$ cat src/logic/ppcr_pkg.sv
package ppcr_pkg;

  // ******************************
  // register map
  // ******************************
  localparam int NUM_REGS = 7;
  localparam logic [7:0] ADDR_CUR_LIMIT   = 8'h82;
  localparam logic [7:0] ADDR_RETRY       = 8'h85;
  localparam logic [7:0] ADDR_GENERAL     = 8'h86;
  localparam logic [7:0] ADDR_INPUT_UV    = 8'h87;
  localparam logic [7:0] ADDR_VCONN       = 8'h88;
  localparam logic [7:0] ADDR_VBUS        = 8'h89;
  localparam logic [7:0] ADDR_VENDOR_MASK = 8'h8a;

  localparam logic [NUM_REGS-1:0][7:0] REG_ADDR = {
    ADDR_VENDOR_MASK, ADDR_VBUS, ADDR_VCONN, ADDR_INPUT_UV,
    ADDR_GENERAL, ADDR_RETRY, ADDR_CUR_LIMIT};
  // writable bits; all others are reserved and read zero
  localparam logic [NUM_REGS-1:0][7:0] REG_MASK = {
    8'h81, 8'h77, 8'hf7, 8'h0f, 8'h57, 8'h03, 8'hff};
  localparam logic [NUM_REGS-1:0][7:0] REG_RESET = {
    8'h81, 8'h33, 8'h63, 8'h00, 8'h04, 8'h03, 8'h80};

  localparam int IDX_CUR_LIMIT   = 0;
  localparam int IDX_RETRY       = 1;
  localparam int IDX_GENERAL     = 2;
  localparam int IDX_INPUT_UV    = 3;
  localparam int IDX_VCONN       = 4;
  localparam int IDX_VBUS        = 5;
  localparam int IDX_VENDOR_MASK = 6;

  // ******************************
  // field positions
  // ******************************
  localparam int POS_FINE_STEP   = 6;
  localparam int POS_BIAS_SEL    = 4;
  localparam int POS_CL_ON       = 2;
  localparam int POS_SHIELD_MASK = 7;
  localparam int POS_MODE_MASK   = 0;

  // ******************************
  // timing
  // ******************************
  localparam int unsigned CLK_FREQ_KHZ  = 125000;
  localparam int unsigned RETRY_2S0_MS  = 2000;
  localparam int unsigned RETRY_1S0_MS  = 1000;
  localparam int unsigned RETRY_0S5_MS  = 500;
  localparam int unsigned RETRY_16_MS   = 16;
  localparam int          RETRY_CNT_W   = 28;

  // ******************************
  // types
  // ******************************
  typedef enum logic [1:0] {
    RETRY_WAIT_2S0 = 2'h0,
    RETRY_WAIT_1S0 = 2'h1,
    RETRY_WAIT_0S5 = 2'h2,
    RETRY_WAIT_16M = 2'h3
  } ppcr_retry_t;

  typedef enum logic [1:0] {
    CHG_PASS_THROUGH = 2'h0,
    CHG_AUTO_CDP     = 2'h1,
    CHG_DEDICATED_24 = 2'h2,
    CHG_DEDICATED_10 = 2'h3
  } ppcr_charge_t;

  typedef struct packed {
    ppcr_retry_t  faultRetryWait;
    logic         targetFineStep;
    logic         biasSourceSelect;
    logic         currentLimitRegulationOn;
    ppcr_charge_t chargeDetectMode;
    logic [3:0]   inputLowVoltageLevel;
    logic [3:0]   cablePowerOvercurrentLevel;
    logic [2:0]   cablePowerLowVoltageLevel;
    logic [2:0]   busHighVoltageMargin;
    logic [2:0]   busLowVoltageMargin;
    logic [7:0]   busCurrentLimitTarget;
    logic         shieldAlertEnable;
    logic         regulationModeChangeAlertEnable;
  } ppcr_cfg_t;

  typedef struct packed {
    logic [7:0] addr;
    logic [7:0] wrData;
    logic       wrEn;
    logic       rdEn;
  } ppcr_req_t;

endpackage : ppcr_pkg

$ cat src/logic/ppcr_regs.sv
`timescale 1ns/1ns
module ppcr_regs #(
  parameter int unsigned RETRY_CYC_2S0 =
    ppcr_pkg::RETRY_2S0_MS * ppcr_pkg::CLK_FREQ_KHZ,
  parameter int unsigned RETRY_CYC_1S0 =
    ppcr_pkg::RETRY_1S0_MS * ppcr_pkg::CLK_FREQ_KHZ,
  parameter int unsigned RETRY_CYC_0S5 =
    ppcr_pkg::RETRY_0S5_MS * ppcr_pkg::CLK_FREQ_KHZ,
  parameter int unsigned RETRY_CYC_16M =
    ppcr_pkg::RETRY_16_MS * ppcr_pkg::CLK_FREQ_KHZ
) (
  input  wire logic                sys_clk,
  input  wire logic                sys_rst,
  input  wire ppcr_pkg::ppcr_req_t regReq,
  output logic [7:0]               regRdData,
  input  wire logic                extBiasPresent,
  input  wire logic                currentAboveTarget,
  input  wire logic                faultEvent,
  input  wire logic                shieldStatus,
  input  wire logic                modeChangeStatus,
  output ppcr_pkg::ppcr_cfg_t      cfg,
  output logic                     internalBiasOn,
  output logic                     currentLimitMode,
  output logic                     vendorAlert,
  output logic                     retryActive,
  output logic                     retryDone,
  output logic                     biasLossReset
);
  import ppcr_pkg::*;

  logic [NUM_REGS-1:0][7:0] regs_q;
  logic [NUM_REGS-1:0]      hit;
  logic [NUM_REGS-1:0][7:0] rdTerm;
  logic [7:0]               rdMux;
  logic [7:0]               rdData_q;
  logic [2:0]               biasSync_q;
  logic                     biasOk_q;
  logic [2:0]               overSync_q;
  logic                     over_q;
  logic                     clMode_q;
  logic                     alert_q;
  logic                     biasReset;
  logic                     clModeRaw;
  logic                     alertRaw;

  // ******************************
  // pin synchronisers
  // ******************************
  // a new level is taken only once stages two and three agree
  always_ff @(posedge sys_clk or posedge sys_rst) begin
    if (sys_rst) begin
      biasSync_q <= '0;
      overSync_q <= '0;
    end else begin
      biasSync_q <= {biasSync_q[1:0], extBiasPresent};
      overSync_q <= {overSync_q[1:0], currentAboveTarget};
    end
  end

  always_ff @(posedge sys_clk or posedge sys_rst) begin
    if (sys_rst) begin
      biasOk_q <= 1'b0;
      over_q   <= 1'b0;
    end else begin
      if (biasSync_q[2] == biasSync_q[1]) begin
        biasOk_q <= biasSync_q[2];
      end
      if (overSync_q[2] == overSync_q[1]) begin
        over_q <= overSync_q[2];
      end
    end
  end

  // ******************************
  // register file
  // ******************************
  // missing external bias resets
  // the internal regulator is off, so the bank cannot hold its contents
  assign biasReset = regs_q[IDX_GENERAL][POS_BIAS_SEL] && !biasOk_q;

  genvar gi;
  generate
    for (gi = 0; gi < NUM_REGS; gi++) begin : g_reg
      assign hit[gi] = (regReq.addr == REG_ADDR[gi]);
      assign rdTerm[gi] = hit[gi] ? (regs_q[gi] & REG_MASK[gi]) : 8'h00;

      always_ff @(posedge sys_clk or posedge sys_rst) begin
        if (sys_rst) begin
          regs_q[gi] <= REG_RESET[gi];
        end else if (biasReset) begin
          regs_q[gi] <= REG_RESET[gi];
        end else if (regReq.wrEn && hit[gi]) begin
          regs_q[gi] <= regReq.wrData & REG_MASK[gi];
        end
      end
    end
  endgenerate

  // unmapped addresses read zero and ignore writes
  always_comb begin
    rdMux = 8'h00;
    for (int i = 0; i < NUM_REGS; i++) begin
      rdMux = rdMux | rdTerm[i];
    end
  end

  always_ff @(posedge sys_clk or posedge sys_rst) begin
    if (sys_rst) begin
      rdData_q <= 8'h00;
    end else if (regReq.rdEn) begin
      rdData_q <= rdMux;
    end
  end

  assign regRdData = rdData_q;

  // ******************************
  // field decode
  // ******************************
  // retry wait field
  assign cfg.faultRetryWait = ppcr_retry_t'(regs_q[IDX_RETRY][1:0]);
  assign cfg.targetFineStep = regs_q[IDX_GENERAL][POS_FINE_STEP];
  assign cfg.biasSourceSelect = regs_q[IDX_GENERAL][POS_BIAS_SEL];
  assign cfg.currentLimitRegulationOn = regs_q[IDX_GENERAL][POS_CL_ON];
  assign cfg.chargeDetectMode = ppcr_charge_t'(regs_q[IDX_GENERAL][1:0]);
  assign cfg.inputLowVoltageLevel = regs_q[IDX_INPUT_UV][3:0];
  assign cfg.cablePowerOvercurrentLevel = regs_q[IDX_VCONN][7:4];
  assign cfg.cablePowerLowVoltageLevel = regs_q[IDX_VCONN][2:0];
  assign cfg.busHighVoltageMargin = regs_q[IDX_VBUS][6:4];
  assign cfg.busLowVoltageMargin = regs_q[IDX_VBUS][2:0];
  assign cfg.busCurrentLimitTarget = regs_q[IDX_CUR_LIMIT];
  assign cfg.shieldAlertEnable =
      regs_q[IDX_VENDOR_MASK][POS_SHIELD_MASK];
  assign cfg.regulationModeChangeAlertEnable =
      regs_q[IDX_VENDOR_MASK][POS_MODE_MASK];

  assign internalBiasOn = !cfg.biasSourceSelect;

  // ******************************
  // current limit and alert
  // ******************************
  // enter limit when above
  assign clModeRaw = cfg.currentLimitRegulationOn && over_q;
  // masked vendor alert
  // mode changes only mean something while regulation is on
  assign alertRaw =
      (cfg.shieldAlertEnable && shieldStatus) ||
      (cfg.regulationModeChangeAlertEnable && modeChangeStatus &&
       cfg.currentLimitRegulationOn);

  always_ff @(posedge sys_clk or posedge sys_rst) begin
    if (sys_rst) begin
      clMode_q <= 1'b0;
      alert_q  <= 1'b0;
    end else begin
      clMode_q <= clModeRaw;
      alert_q  <= alertRaw;
    end
  end

  assign currentLimitMode = clMode_q;
  assign vendorAlert      = alert_q;
  assign biasLossReset    = biasReset;

  // ******************************
  // retry timer
  // ******************************
  // wait after a fault
  ppcr_retry_timer #(
    .CYC_2S0 (RETRY_CYC_2S0),
    .CYC_1S0 (RETRY_CYC_1S0),
    .CYC_0S5 (RETRY_CYC_0S5),
    .CYC_16M (RETRY_CYC_16M)
  ) u_retry (
    .sys_clk (sys_clk),
    .sys_rst (sys_rst),
    .start   (faultEvent),
    .waitSel (cfg.faultRetryWait),
    .busy    (retryActive),
    .done    (retryDone)
  );

endmodule : ppcr_regs

$ cat src/logic/ppcr_retry_timer.sv
`timescale 1ns/1ns
module ppcr_retry_timer #(
  parameter int unsigned CYC_2S0 = 250000000,
  parameter int unsigned CYC_1S0 = 125000000,
  parameter int unsigned CYC_0S5 = 62500000,
  parameter int unsigned CYC_16M = 2000000
) (
  input  wire logic                  sys_clk,
  input  wire logic                  sys_rst,
  input  wire logic                  start,
  input  wire ppcr_pkg::ppcr_retry_t waitSel,
  output logic                       busy,
  output logic                       done
);
  import ppcr_pkg::*;

  logic [RETRY_CNT_W-1:0] cnt_q;
  logic [RETRY_CNT_W-1:0] cnt_d;
  logic                   busy_q;
  logic                   busy_d;
  logic                   done_q;
  logic [RETRY_CNT_W-1:0] loadVal;
  logic                   lastCycle;

  // ******************************
  // wait length
  // ******************************
  // retry wait select
  assign loadVal =
      (waitSel == RETRY_WAIT_2S0) ? RETRY_CNT_W'(CYC_2S0 - 1) :
      (waitSel == RETRY_WAIT_1S0) ? RETRY_CNT_W'(CYC_1S0 - 1) :
      (waitSel == RETRY_WAIT_0S5) ? RETRY_CNT_W'(CYC_0S5 - 1) :
                                    RETRY_CNT_W'(CYC_16M - 1);

  assign lastCycle = busy_q && (cnt_q == '0);
  // a fault during the wait does not restart it
  assign busy_d = (start && !busy_q) || (busy_q && !lastCycle);
  assign cnt_d  = (start && !busy_q) ? loadVal :
                  busy_q ? cnt_q - RETRY_CNT_W'(1) : cnt_q;

  always_ff @(posedge sys_clk or posedge sys_rst) begin
    if (sys_rst) begin
      cnt_q  <= '0;
      busy_q <= 1'b0;
      done_q <= 1'b0;
    end else begin
      cnt_q  <= cnt_d;
      busy_q <= busy_d;
      done_q <= lastCycle;
    end
  end

  assign busy = busy_q;
  assign done = done_q;

endmodule : ppcr_retry_timer

$ cat config.mk
export PLATFORM = sky130hd
export DESIGN_NAME = ppcr_regs
export DESIGN_NICKNAME = d
export VERILOG_FILES = /design/src/logic/ppcr_pkg.sv /design/src/logic/ppcr_regs.sv /design/src/logic/ppcr_retry_timer.sv
export SDC_FILE = /design/constraint.sdc
export NUM_CORES = 1
export LEC_CHECK = 0
export BUFFER_PORTS_ARGS = -buffer_cell sky130_fd_sc_hd__buf_2
export CORE_UTILIZATION = 59
export CTS_BUF_LIST = sky130_fd_sc_hd__clkbuf_8
export CTS_CLUSTER_DIAMETER = 40
export DETAILED_ROUTE_END_ITERATION = 8
export PLACE_DENSITY = 0.88
export SLEW_MARGIN = 40
export SYNTH_ARGS = -nofsm -noshare
export SYNTH_HDL_FRONTEND = slang
export SYNTH_SLANG_ARGS = --single-unit
$ cat constraint.sdc
create_clock -name sys_clk -period 2.3 [get_ports sys_clk]
set_input_delay 0 -clock sys_clk [delete_from_list [all_inputs] [get_ports sys_clk]]
set_output_delay 0 -clock sys_clk [all_outputs]
set_load 0.01 [all_outputs]
# [Yosys cells after proc, flatten, opt, wreduce, memory -nomap -nowiden]
# Index checks and enable logic that the tools add are counted.
[word_totals] out_inout_bits=48 ff_bits=92 word_cells=92 input_bits=25
[classes] addsub=1 mux=26 eq_ne=11 bitwise_logic=6 reduce_logical=31
[op_table] op="28-bit 2-to-1 mux" count=4
[op_table] op="8-bit 2-to-1 mux" count=9
[op_table] op="8-bit == test, second input constant" count=7
[op_table] op="7-bit 2-to-1 mux" count=6
[op_table] op="28-bit logical NOT" count=1
[op_table] op="28-bit by 1-bit subtractor with 28-bit output, second input constant" count=1
[op_table] op="26-bit 2-to-1 mux" count=1
[op_table] op="8-bit by 7-bit OR with 8-bit output" count=2
[op_table] op="8-bit OR" count=2
[op_table] op="2-bit nonzero test" count=8
[op_table] op="1-bit logical AND" count=15
[op_table] op="4-bit 2-to-1 mux" count=3
[op_table] op="8-bit by 2-bit OR with 8-bit output" count=1
[op_table] op="8-bit by 4-bit OR with 8-bit output" count=1
[op_table] op="2-bit 2-to-1 mux" count=3
[op_table] op="1-bit logical NOT" count=4
[op_table] op="1-bit == test" count=2
[op_table] op="2-bit by 1-bit == test with 1-bit output, second input constant" count=1
[op_table] op="2-bit == test, second input constant" count=1
[op_table] op="2-bit logical NOT" count=1
[op_table] op="1-bit logical OR" count=2

# [Longest topological paths before layout]
# Gate-level depths: netlist of the first run.
[depth] word_depth=8 ltp_mapped=6 depth_no_buf=6

# [Cells and area by module]
# A second synthesis of the first run with hierarchy kept.
[unflattened] cells_unflattened=458 area_unflattened_um2=4315.4
[by_module_without_submodules] mod="ppcr_regs" instances=1 cells_per_inst=246 area_per_inst_um2=2446.1 seq_area_each_um2=1318.8
[by_module_without_submodules] mod="ppcr_retry_timer" instances=1 cells_per_inst=212 area_per_inst_um2=1869.3 seq_area_each_um2=750.7

# [Worst setup path after synthesis of the first run]
# No wires, ideal clock.
[synth_timing] kind="flip-flop to flip-flop" startpoint="register u_retry.cnt_q[8]" endpoint="register u_retry.cnt_q[19]" stages_incl_launch_ff=5 path_slack_ns=0.396 n_path_buf=0 arrival_time_ns=1.779 setup_time_ns=0.125 required_ns=2.175 synth_period_minus_slack_ns=1.904 path_cell_list="dfrtp_1 nor4_2 nand3_2 nor3_1 mux2_2"
[synth_between] elab_chain_len=3
[synth_rtl] item="start: declaration" line_no="ppcr_retry_timer.sv:17" source="logic [RETRY_CNT_W-1:0] cnt_q;"
[synth_rtl] item="start signal: assignment" line_no="ppcr_retry_timer.sv:47" source="cnt_q <= cnt_d;"
[synth_rtl] item="28-bit by 1-bit subtractor with 28-bit output" line_no="ppcr_retry_timer.sv:39" source="busy_q ? cnt_q - RETRY_CNT_W'(1) : cnt_q;"
[synth_rtl] item="28-bit 2-to-1 mux" line_no="ppcr_retry_timer.sv:39"
[synth_rtl] item="28-bit 2-to-1 mux" line_no="ppcr_retry_timer.sv:38" source="assign cnt_d = (start && !busy_q) ? loadVal :"
# No other way between the ends. The select of a mux whose other input is x is not followed.
# A chain may end at the register's enable or synchronous reset.

# [Worst setup path in the final report of the first run]
[layout_timing] startpoint="register u_retry.cnt_q[18]" endpoint="register u_retry.cnt_q[24]"
# The elaborated chain is that of the path after synthesis.

==> impl_metrics.py, run 1 <==
metrics = {
    "yosys": {
        "synth_fp_nets": 480,
        "synth_fa_ha_area_share_pct": 2.73,
        "yosys-mux-area-fraction_pct": 10.3,
        "netlist-cell-type-count": 64,
        "synthesis.instances": 447,
        "synth-seq-cells": 82,
        "post_synth.cell_area_avg_um2": 9.84,
        "synth_simple_gate_area_share_pct": 22.8,
        "main_combinational_cell_family_by_area_after_synthesis": "simple AND/OR/NAND/NOR gates",
        "synth_compound_gate_area_share_pct": 13.0,
        "synthXorXnorAreaFrac_pct": 0.199,
        "asyncSetResetFlopFracSynth_pct": 100,
        "synth_enable_flop_cells": 0,
        "synth_ff_type": "dfrtp_1",
        "synth_sequential_area_ratio_pct": 47.0,
        "total_number_of_yosys_warnings": 0,
        "post_synth_instance_area_mm2": 0.00440,
    },
    "place": {
        "placed_cell_area_mm2": 0.00490,
        "gp_congestion": 0.905,
        "io_buffer_count": 72,
        "total_instance_count_after_detailed_placement": 605,
        "placement.setup.worst_slack_ns": 0.239,
        "dp.final_hpwl_um": 7950,
    },
    "worst_setup_path": {
        "timing.critical_path.from_type": "flop",
        "worst-setup-path-type": "flop to flop",
        "rr_startpoint": "u_retry.cnt_q[18]",
        "end_kind": "flop",
        "worst-r2r-cell-count": 4,
        "r2r_path_end": "u_retry.cnt_q[24]",
        "required_time_of_the_critical_path_ns": 2.58,
        "setup.worst_path.end": "u_retry.cnt_q[24]",
        "setup.worst_path.start": "u_retry.cnt_q[18]",
        "timing.reg2reg.setup_slack_ns": 0.18,
        "worstPathArrival_ns": 2.40,
        "crit_fanout": 9,
    },
    "floorplanning": {
        "die_x_um": 88.4,
        "placementRows": 31,
        "initial_core_util_pct": 61.0,
        "placeable_core_region_mm2": 0.00721,
        "die_height_um": 88.4,
        "design.portCount": 73,
        "die_area_mm2": 0.00781,
    },
    "drt": {
        "route.detailed.vias_per_inst": 6.24,
        "dr.pass1.iters": 5,
        "drc_errors": 0,
        "wl_per_cell_um": 18.1,
        "drt-initial-drc-count": 379,
        "ant_nets": 0,
        "routed_wl_um": 11500,
        "routed-via-count": 3956,
    },
    "finish": {
        "final-instance-count-excl-fill": 634,
        "post_layout_net_count": 563,
        "layout_common_cells": "buf_2 (72), dfrtp_1 (68), nor2_1 (58)",
        "share_of_post_route_cells_with_drive_strength_above_1_pct": 24.9,
        "n_fill_cell": 522,
        "layout.cell_area.non_filler_mm2": 0.00520,
        "most_common_cell_after_layout_fill_and_taps_aside": "buf_2",
        "insertedDiodeCount": 0,
        "flow.area_growth_from_synthesis_pct": 18.3,
    },
    "clock_tree": {
        "cts_resized": 0,
        "htree_levels": 3,
        "cts_tree": "built",
        "number_of_buffers_inserted_during_clock_tree_synthesis": 9,
        "post_cts.repair.setup_buffers": 0,
        "clockBufferDepth": 2,
        "cts.clk_slew.worst_paths_ns": 0.09,
        "numClockSinks": 82,
        "clk_latency_ns": 0.37,
        "cts.root.buffer_cell": "clkbuf_8",
        "cts_hold_buffers": 13,
    },
    "timing": {
        "slew_headroom_pct": 52.8,
        "time_the_final_worst_path_needs_with_i_o_delays_and_setup_ns": 2.12,
        "final.hold.worst_slack_ns": 0.0151,
        "grt_setup_unrepaired": "no",
        "worst_pin_slew_ns": 0.703,
        "setup_total_negative_slack_ns": 0,
        "total_count_of_hold_check_failures_in_the_final_report": 0,
        "clock_skew_ns": 0.00944,
        "setup_violations": 0,
        "drv_slew": 0,
        "setup_slack_ns": 0.180,
        "maxClockFrequency_ghz": 0.472,
        "min_period_over_period_pct": 92.2,
    },
    "global_routing": {
        "global_routing_met3_resource_utilization_pct": 5.88,
        "grt_antenna_before_repair": 0,
        "grt_pass1_vias": 3795,
        "grt_use_met2_pct": 47.5,
        "grt_remaining_overflow": 0,
        "grt_use_total_pct": 31.7,
        "most_used_layer_global_route": "met2",
        "use_met1_pct": 45.2,
        "grt_first_pass_wirelength_um": 18600,
        "grt_max_degree": 83,
    },
    "outcome": {
        "status": "finished, final reports clean",
    },
    "power": {
        "share_clk_of_total_power_pct": 28.3,
        "max-vdd-ir-drop_v": 0.000415,
        "seq_power_share_pct": 52.9,
        "cell_internal_pwr_mw": 2.31,
        "p_sw_mw": 1.11,
        "comb_power_share_pct": 18.8,
        "power.share.switching_pct": 32.4,
        "p_leak_nw": 2.35,
        "total_power_density_per_cell_area_mw_per_mm2": 657,
    },
    "flow_run": {
        "max_cap_violations": 0,
    },
    "min_path": {
        "min_path_type": "input pin to flop",
    },
}
==> stage by stage <==
stage	utilization, %	power (mW)
after global placement	67.9	2.41
final	72.1	3.42
after CTS	72.1	3.42
after detailed placement	67.9	2.45
after global routing	72.1	3.57
after floorplan	-	2.21
==> power groups by stage <==
stage	Clock, mW	Combinational (mW)	Sequential, mW
4_1_cts	0.977	0.639	1.80
5_1_grt	1.02	0.718	1.84
3_5_place_dp	0	0.618	1.83
6_report	0.965	0.643	1.81
2_1_floorplan	0	0.401	1.81
3_3_place_gp	0	0.594	1.82
==> Yosys cell counts (2+ instances only) <==
| cell | n | area, um2 |
|---|---|---|
| a31oi_1 | 7 | 43.8 |
| dfrtp_1 | 68 | 1700 |
| or3_1 | 5 | 31.3 |
| nor2_1 | 58 | 218 |
| nand3b_1 | 7 | 52.6 |
| nand4b_1 | 5 | 43.8 |
| and3_1 | 5 | 31.3 |
| ha_1 | 8 | 100 |
| nand3_1 | 7 | 35.0 |
| or2_2 | 2 | 12.5 |
| maj3_1 | 2 | 20.0 |
| a211oi_1 | 5 | 37.5 |
| nand2b_1 | 9 | 56.3 |
| nand4_1 | 5 | 31.3 |
| or4_1 | 6 | 45.0 |
| nor2b_1 | 6 | 37.5 |
| nor3_1 | 7 | 35.0 |
| o311ai_0 | 4 | 35.0 |
| mux2_2 | 3 | 33.8 |
| o21ai_0 | 7 | 35.0 |
| inv_1 | 14 | 52.6 |
| nor4_4 | 2 | 42.5 |
| a311oi_1 | 5 | 43.8 |
| o32a_1 | 2 | 20.0 |
| o41ai_1 | 2 | 17.5 |
| nor4_2 | 3 | 37.5 |
| nor4b_1 | 2 | 17.5 |
| mux2i_1 | 42 | 420 |
| nor3b_1 | 3 | 22.5 |
| nand2_1 | 38 | 143 |
| a22o_1 | 2 | 17.5 |
| a21oi_1 | 23 | 115 |
| nor4_1 | 6 | 37.5 |
| dfstp_2 | 14 | 368 |
| and2_1 | 4 | 25.0 |
| o22a_1 | 2 | 17.5 |
| clkbuf_1 | 22 | 82.6 |
| o211ai_1 | 6 | 45.0 |
| buf_2 | 3 | 15.0 |
| o22ai_1 | 2 | 12.5 |
==> metal layers <==
| layer | vias to the layer above | share of wire, % |
|---|---|---|
| met4 | 0 | 2.2 |
| met1 | 1938 | 43 |
| met3 | 26 | 8.3 |
| met2 | 208 | 47 |
| li1 | 1784 | - |
| met5 | - | 0 |
==> logic make-up after synthesis <==
group,count (synthesis)
AO/OA/AOI/OAI,82
XOR/XNOR,1
AND/OR/NAND/NOR,185
buffers and inverters,42
flip-flops,82
multiplexers,45
adder cells (fa/ha/maj),10
==> sequential cells by signal (all words and copies together), names as in the netlist <==
name / count
biasOk_q: 1
biasSync_q: 3
overSync_q: 3
u_retry.done: 1
over_q: 1
regRdData: 8
u_retry.busy: 1
currentLimitMode: 1
u_retry.cnt_q: 28
cfg: 34
vendorAlert: 1
==> worst max-delay path, stage by stage, from the launching register on <==
cell and delay (ns):
dfrtp_1 0.44, or4_1 0.71, or3_1 0.40, o311ai_1 0.27
nor3b_1 0.21
==> area by class of cell <==
| cell class | instances | area (um2) | area share, % |
|---|---|---|---|
| multi-input cells | 323 | 2170 | 41.7 |
| clock buffers | 9 | 124 | 2.38 |
| repair buffers | 99 | 608 | 11.7 |
| flip-flops and latches | 82 | 2070 | 39.8 |
| well taps | 99 | 124 | 2.38 |
| clock inverters | 7 | 52.6 | 1.01 |
| inverters | 15 | 57.6 | 1.11 |
==> worst min path at each step <==
stage                         startpoint  depth (start not counted)             to
after floorplan           extBiasPresent                          0  biasSync_q[0]
after global placement    extBiasPresent                          1  biasSync_q[0]
after detailed placement  extBiasPresent                          1  biasSync_q[0]
after CTS                     regReq[16]                          4   regRdData[7]
after global routing          regReq[16]                          4   regRdData[7]
final                          regReq[2]                          3         cfg[0]
No activity file was read; power rests on OpenSTA's default activity.
==> run 2: changes to the inputs <==
Settings changed: ABC_AREA set to 1.
==> run 2 against run 1 <==
  * Utilization rose by 1.4 points
  * Clock power up 27%
  * Design area rose by 4.7%
  * Die area increased by 5.3%
  * Maximum frequency is 28% higher
  * Setup slack gained 0.47 ns
  * Routed wire length up 9.1%
  * Non-clock buffer count decreased by 12
  * Largest cell class unchanged
  * Largest power group unchanged
==> impl_metrics.py, run 2 <==
metrics = {
    "min_path": {
        "min_path_type": "input pin to flop",
        "hold_depth": 5,
    },
    "drt": {
        "routed_wl_um": 12500,
        "ant_nets": 0,
        "drc_errors": 0,
        "dr.pass1.iters": 5,
        "drt-initial-drc-count": 290,
        "wl_per_cell_um": 16.2,
        "route.detailed.vias_per_inst": 5.63,
        "routed-via-count": 4355,
    },
    "yosys": {
        "synth_ff_type": "dfrtp_1",
        "leading_post_synthesis_cells_by_instance_count": "nand2_1 (136), nor2_1 (69), dfrtp_1 (68)",
        "synth_largest_area_cell": "dfrtp_1",
        "post_synth_instance_area_mm2": 0.00464,
        "synth-seq-cells": 82,
        "ys_top_cells_by_area": "dfrtp_1 (37%), nand2_1 (11%), dfstp_2 (7.9%), nor2_1 (5.6%), nand3_1 (5.5%)",
        "netlist-cell-type-count": 41,
        "asyncSetResetFlopFracSynth_pct": 100,
        "synth_fp_nets": 613,
        "post_synth.cell_area_avg_um2": 8.00,
        "total_number_of_yosys_warnings": 0,
        "synth.most_common_cell": "nand2_1",
        "synth_enable_flop_cells": 0,
        "synth_top_cell_area_share_pct": 36.7,
        "synthesis.instances": 580,
        "synth_sequential_area_ratio_pct": 44.6,
    },
    "clock_tree": {
        "cts.root.buffer_cell": "clkbuf_8",
        "number_of_buffers_inserted_during_clock_tree_synthesis": 9,
        "post_cts.repair.setup_buffers": 0,
        "cts.clk_slew.worst_paths_ns": 0.10,
        "clk_latency_ns": 0.37,
        "cts_resized": 0,
        "htree_levels": 3,
        "cts_tree": "built",
        "clockBufferDepth": 2,
        "numClockSinks": 82,
    },
    "timing": {
        "time_the_final_worst_path_needs_with_i_o_delays_and_setup_ns": 1.65,
        "min_period_over_period_pct": 71.9,
        "drv_slew": 0,
        "grt_setup_unrepaired": "no",
        "total_count_of_hold_check_failures_in_the_final_report": 0,
        "worst_pin_slew_ns": 0.648,
        "setup_slack_ns": 0.646,
        "setup_total_negative_slack_ns": 0,
        "slew_headroom_pct": 56.7,
        "clock_skew_ns": 0.00978,
        "maxClockFrequency_ghz": 0.605,
        "setup_violations": 0,
    },
    "global_routing": {
        "grt_max_degree": 46,
        "grt_use_total_pct": 32.8,
        "grt_antenna_before_repair": 0,
        "grt_pass1_vias": 4352,
        "grt_remaining_overflow": 0,
        "grt_first_pass_wirelength_um": 21000,
    },
    "worst_setup_path": {
        "crit_fanout": 8,
        "worst-r2r-cell-count": 9,
        "end_kind": "flop",
        "worst-setup-path-type": "flop to flop",
        "timing.critical_path.from_type": "flop",
        "worstPathArrival_ns": 1.90,
        "required_time_of_the_critical_path_ns": 2.55,
    },
    "floorplanning": {
        "placeable_core_region_mm2": 0.00741,
        "design.portCount": 73,
        "die_height_um": 90.7,
        "placementRows": 31,
        "die_area_mm2": 0.00822,
        "die_x_um": 90.7,
        "initial_core_util_pct": 62.6,
    },
    "place": {
        "dp.final_hpwl_um": 9070,
        "total_instance_count_after_detailed_placement": 745,
        "placed_cell_area_mm2": 0.00509,
        "io_buffer_count": 72,
        "placement.setup.worst_slack_ns": 0.705,
        "gp_congestion": 0.929,
    },
    "power": {
        "total_power_density_per_cell_area_mw_per_mm2": 941,
        "max-vdd-ir-drop_v": 0.000832,
        "total_power_mw": 5.12,
        "p_leak_nw": 2.77,
    },
    "finish": {
        "n_fill_cell": 562,
        "seq_area_mm2": 0.00207,
        "largest_register_ffs": 34,
        "share_of_post_route_cells_with_drive_strength_above_1_pct": 26.6,
        "layout_common_cells": "nand2_1 (136), buf_2 (72), nor2_1 (69)",
        "layout.cell_area.non_filler_mm2": 0.00545,
        "most_common_cell_after_layout_fill_and_taps_aside": "nand2_1",
        "post_layout_net_count": 702,
        "final-instance-count-excl-fill": 773,
        "flow.area_growth_from_synthesis_pct": 17.4,
        "area_of_the_multi_input_gates_mm2": 0.00222,
        "insertedDiodeCount": 0,
    },
    "outcome": {
        "status": "finished, final reports clean",
    },
    "flow_run": {
        "max_cap_violations": 0,
    },
}
run 2: cell count changes after synthesis, moves of 10 or more:
cell	change
inv_1	+44
nor2_1	+11
nor2_2	+10
nand2_2	+13
mux2i_1	-42
clkbuf_1	-20
inv_2	+13
o21ai_1	+16
o21ai_0	+17
nand2_1	+98
nand3_1	+44
run 2: metal layers:
metal	GRT usage, %	wire length [um]	vias to the layer above	part of all wire [%]
met2	56.4	6410	187	51
met5	0	0	-	0
met1	38.7	4750	2074	38
met4	16.0	549	0	4.4
li1	-	-	2050	-
met3	6.99	795	44	6.4
run 2: area by class of cell:
type                    instances  share of cell area [%]
clock buffers                   9                    2.27
flip-flops and latches         82                    38.0
multi-input cells             416                    40.8
well taps                      99                    2.27
clock inverters                 7                    2.00
inverters                      73                    5.19
repair buffers                 87                    9.47
run 2: worst max-delay path, cell delays in order, from the launching register on:
cell,delay [ns]
dfrtp_1,0.40
inv_1,0.12
ha_1,0.21
nand2_2,0.12
nor2_8,0.20
nand2_2,0.10
inv_2,0.06
nand3_1,0.08
o21ai_1,0.15
nand3_1,0.09
run 2: repair_timing:
action,CTS,global route
hold buffers,12,0
endpoints found under the setup margin,0,0
endpoints found under the hold margin,43,0
run 2: per-stage QoR:
stage | utilization, % | hold slack [ns]
2_1_floorplan | - | 0.0314
3_3_place_gp | 68.7 | 0.0982
3_5_place_dp | 68.7 | 0.109
4_1_cts | 73.5 | 0.0150
5_1_grt | 73.5 | 0.0431
6_report | 73.5 | 0.0324
run 2: path summary, 6_finish.rpt:
path                                endpoint              from  slack (ns)
hold / removal                       cfg[28]         regReq[3]        0.03
hold reg to reg                biasSync_q[1]     biasSync_q[0]        0.36
setup / recovery           u_retry.cnt_q[14]  u_retry.cnt_q[0]        0.65
max in group asynchronous            cfg[11]           sys_rst        1.32
setup reg to reg           u_retry.cnt_q[14]  u_retry.cnt_q[0]        0.65
min in group asynchronous      biasSync_q[0]           sys_rst        0.27
run 2: report_power, final:
group,total (mW),switching [mW],internal (mW)
clock network,1.23,0.592,0.634
registers,2.30,0.406,1.89
logic,1.60,1.01,0.594
total,5.12,2.01,3.12
run 2: kinds of logic (layout without fill, tap and decap cells):
kind of cell	after synthesis	after routing	share of synthesized area, %
AO/OA/AOI/OAI	76	76	9.66
XOR/XNOR	6	6	1.13
adder cells (fa/ha/maj)	10	10	2.59
buffers and inverters	82	176	7.52
flip-flops	82	82	44.6
AND/OR/NAND/NOR	324	324	34.5
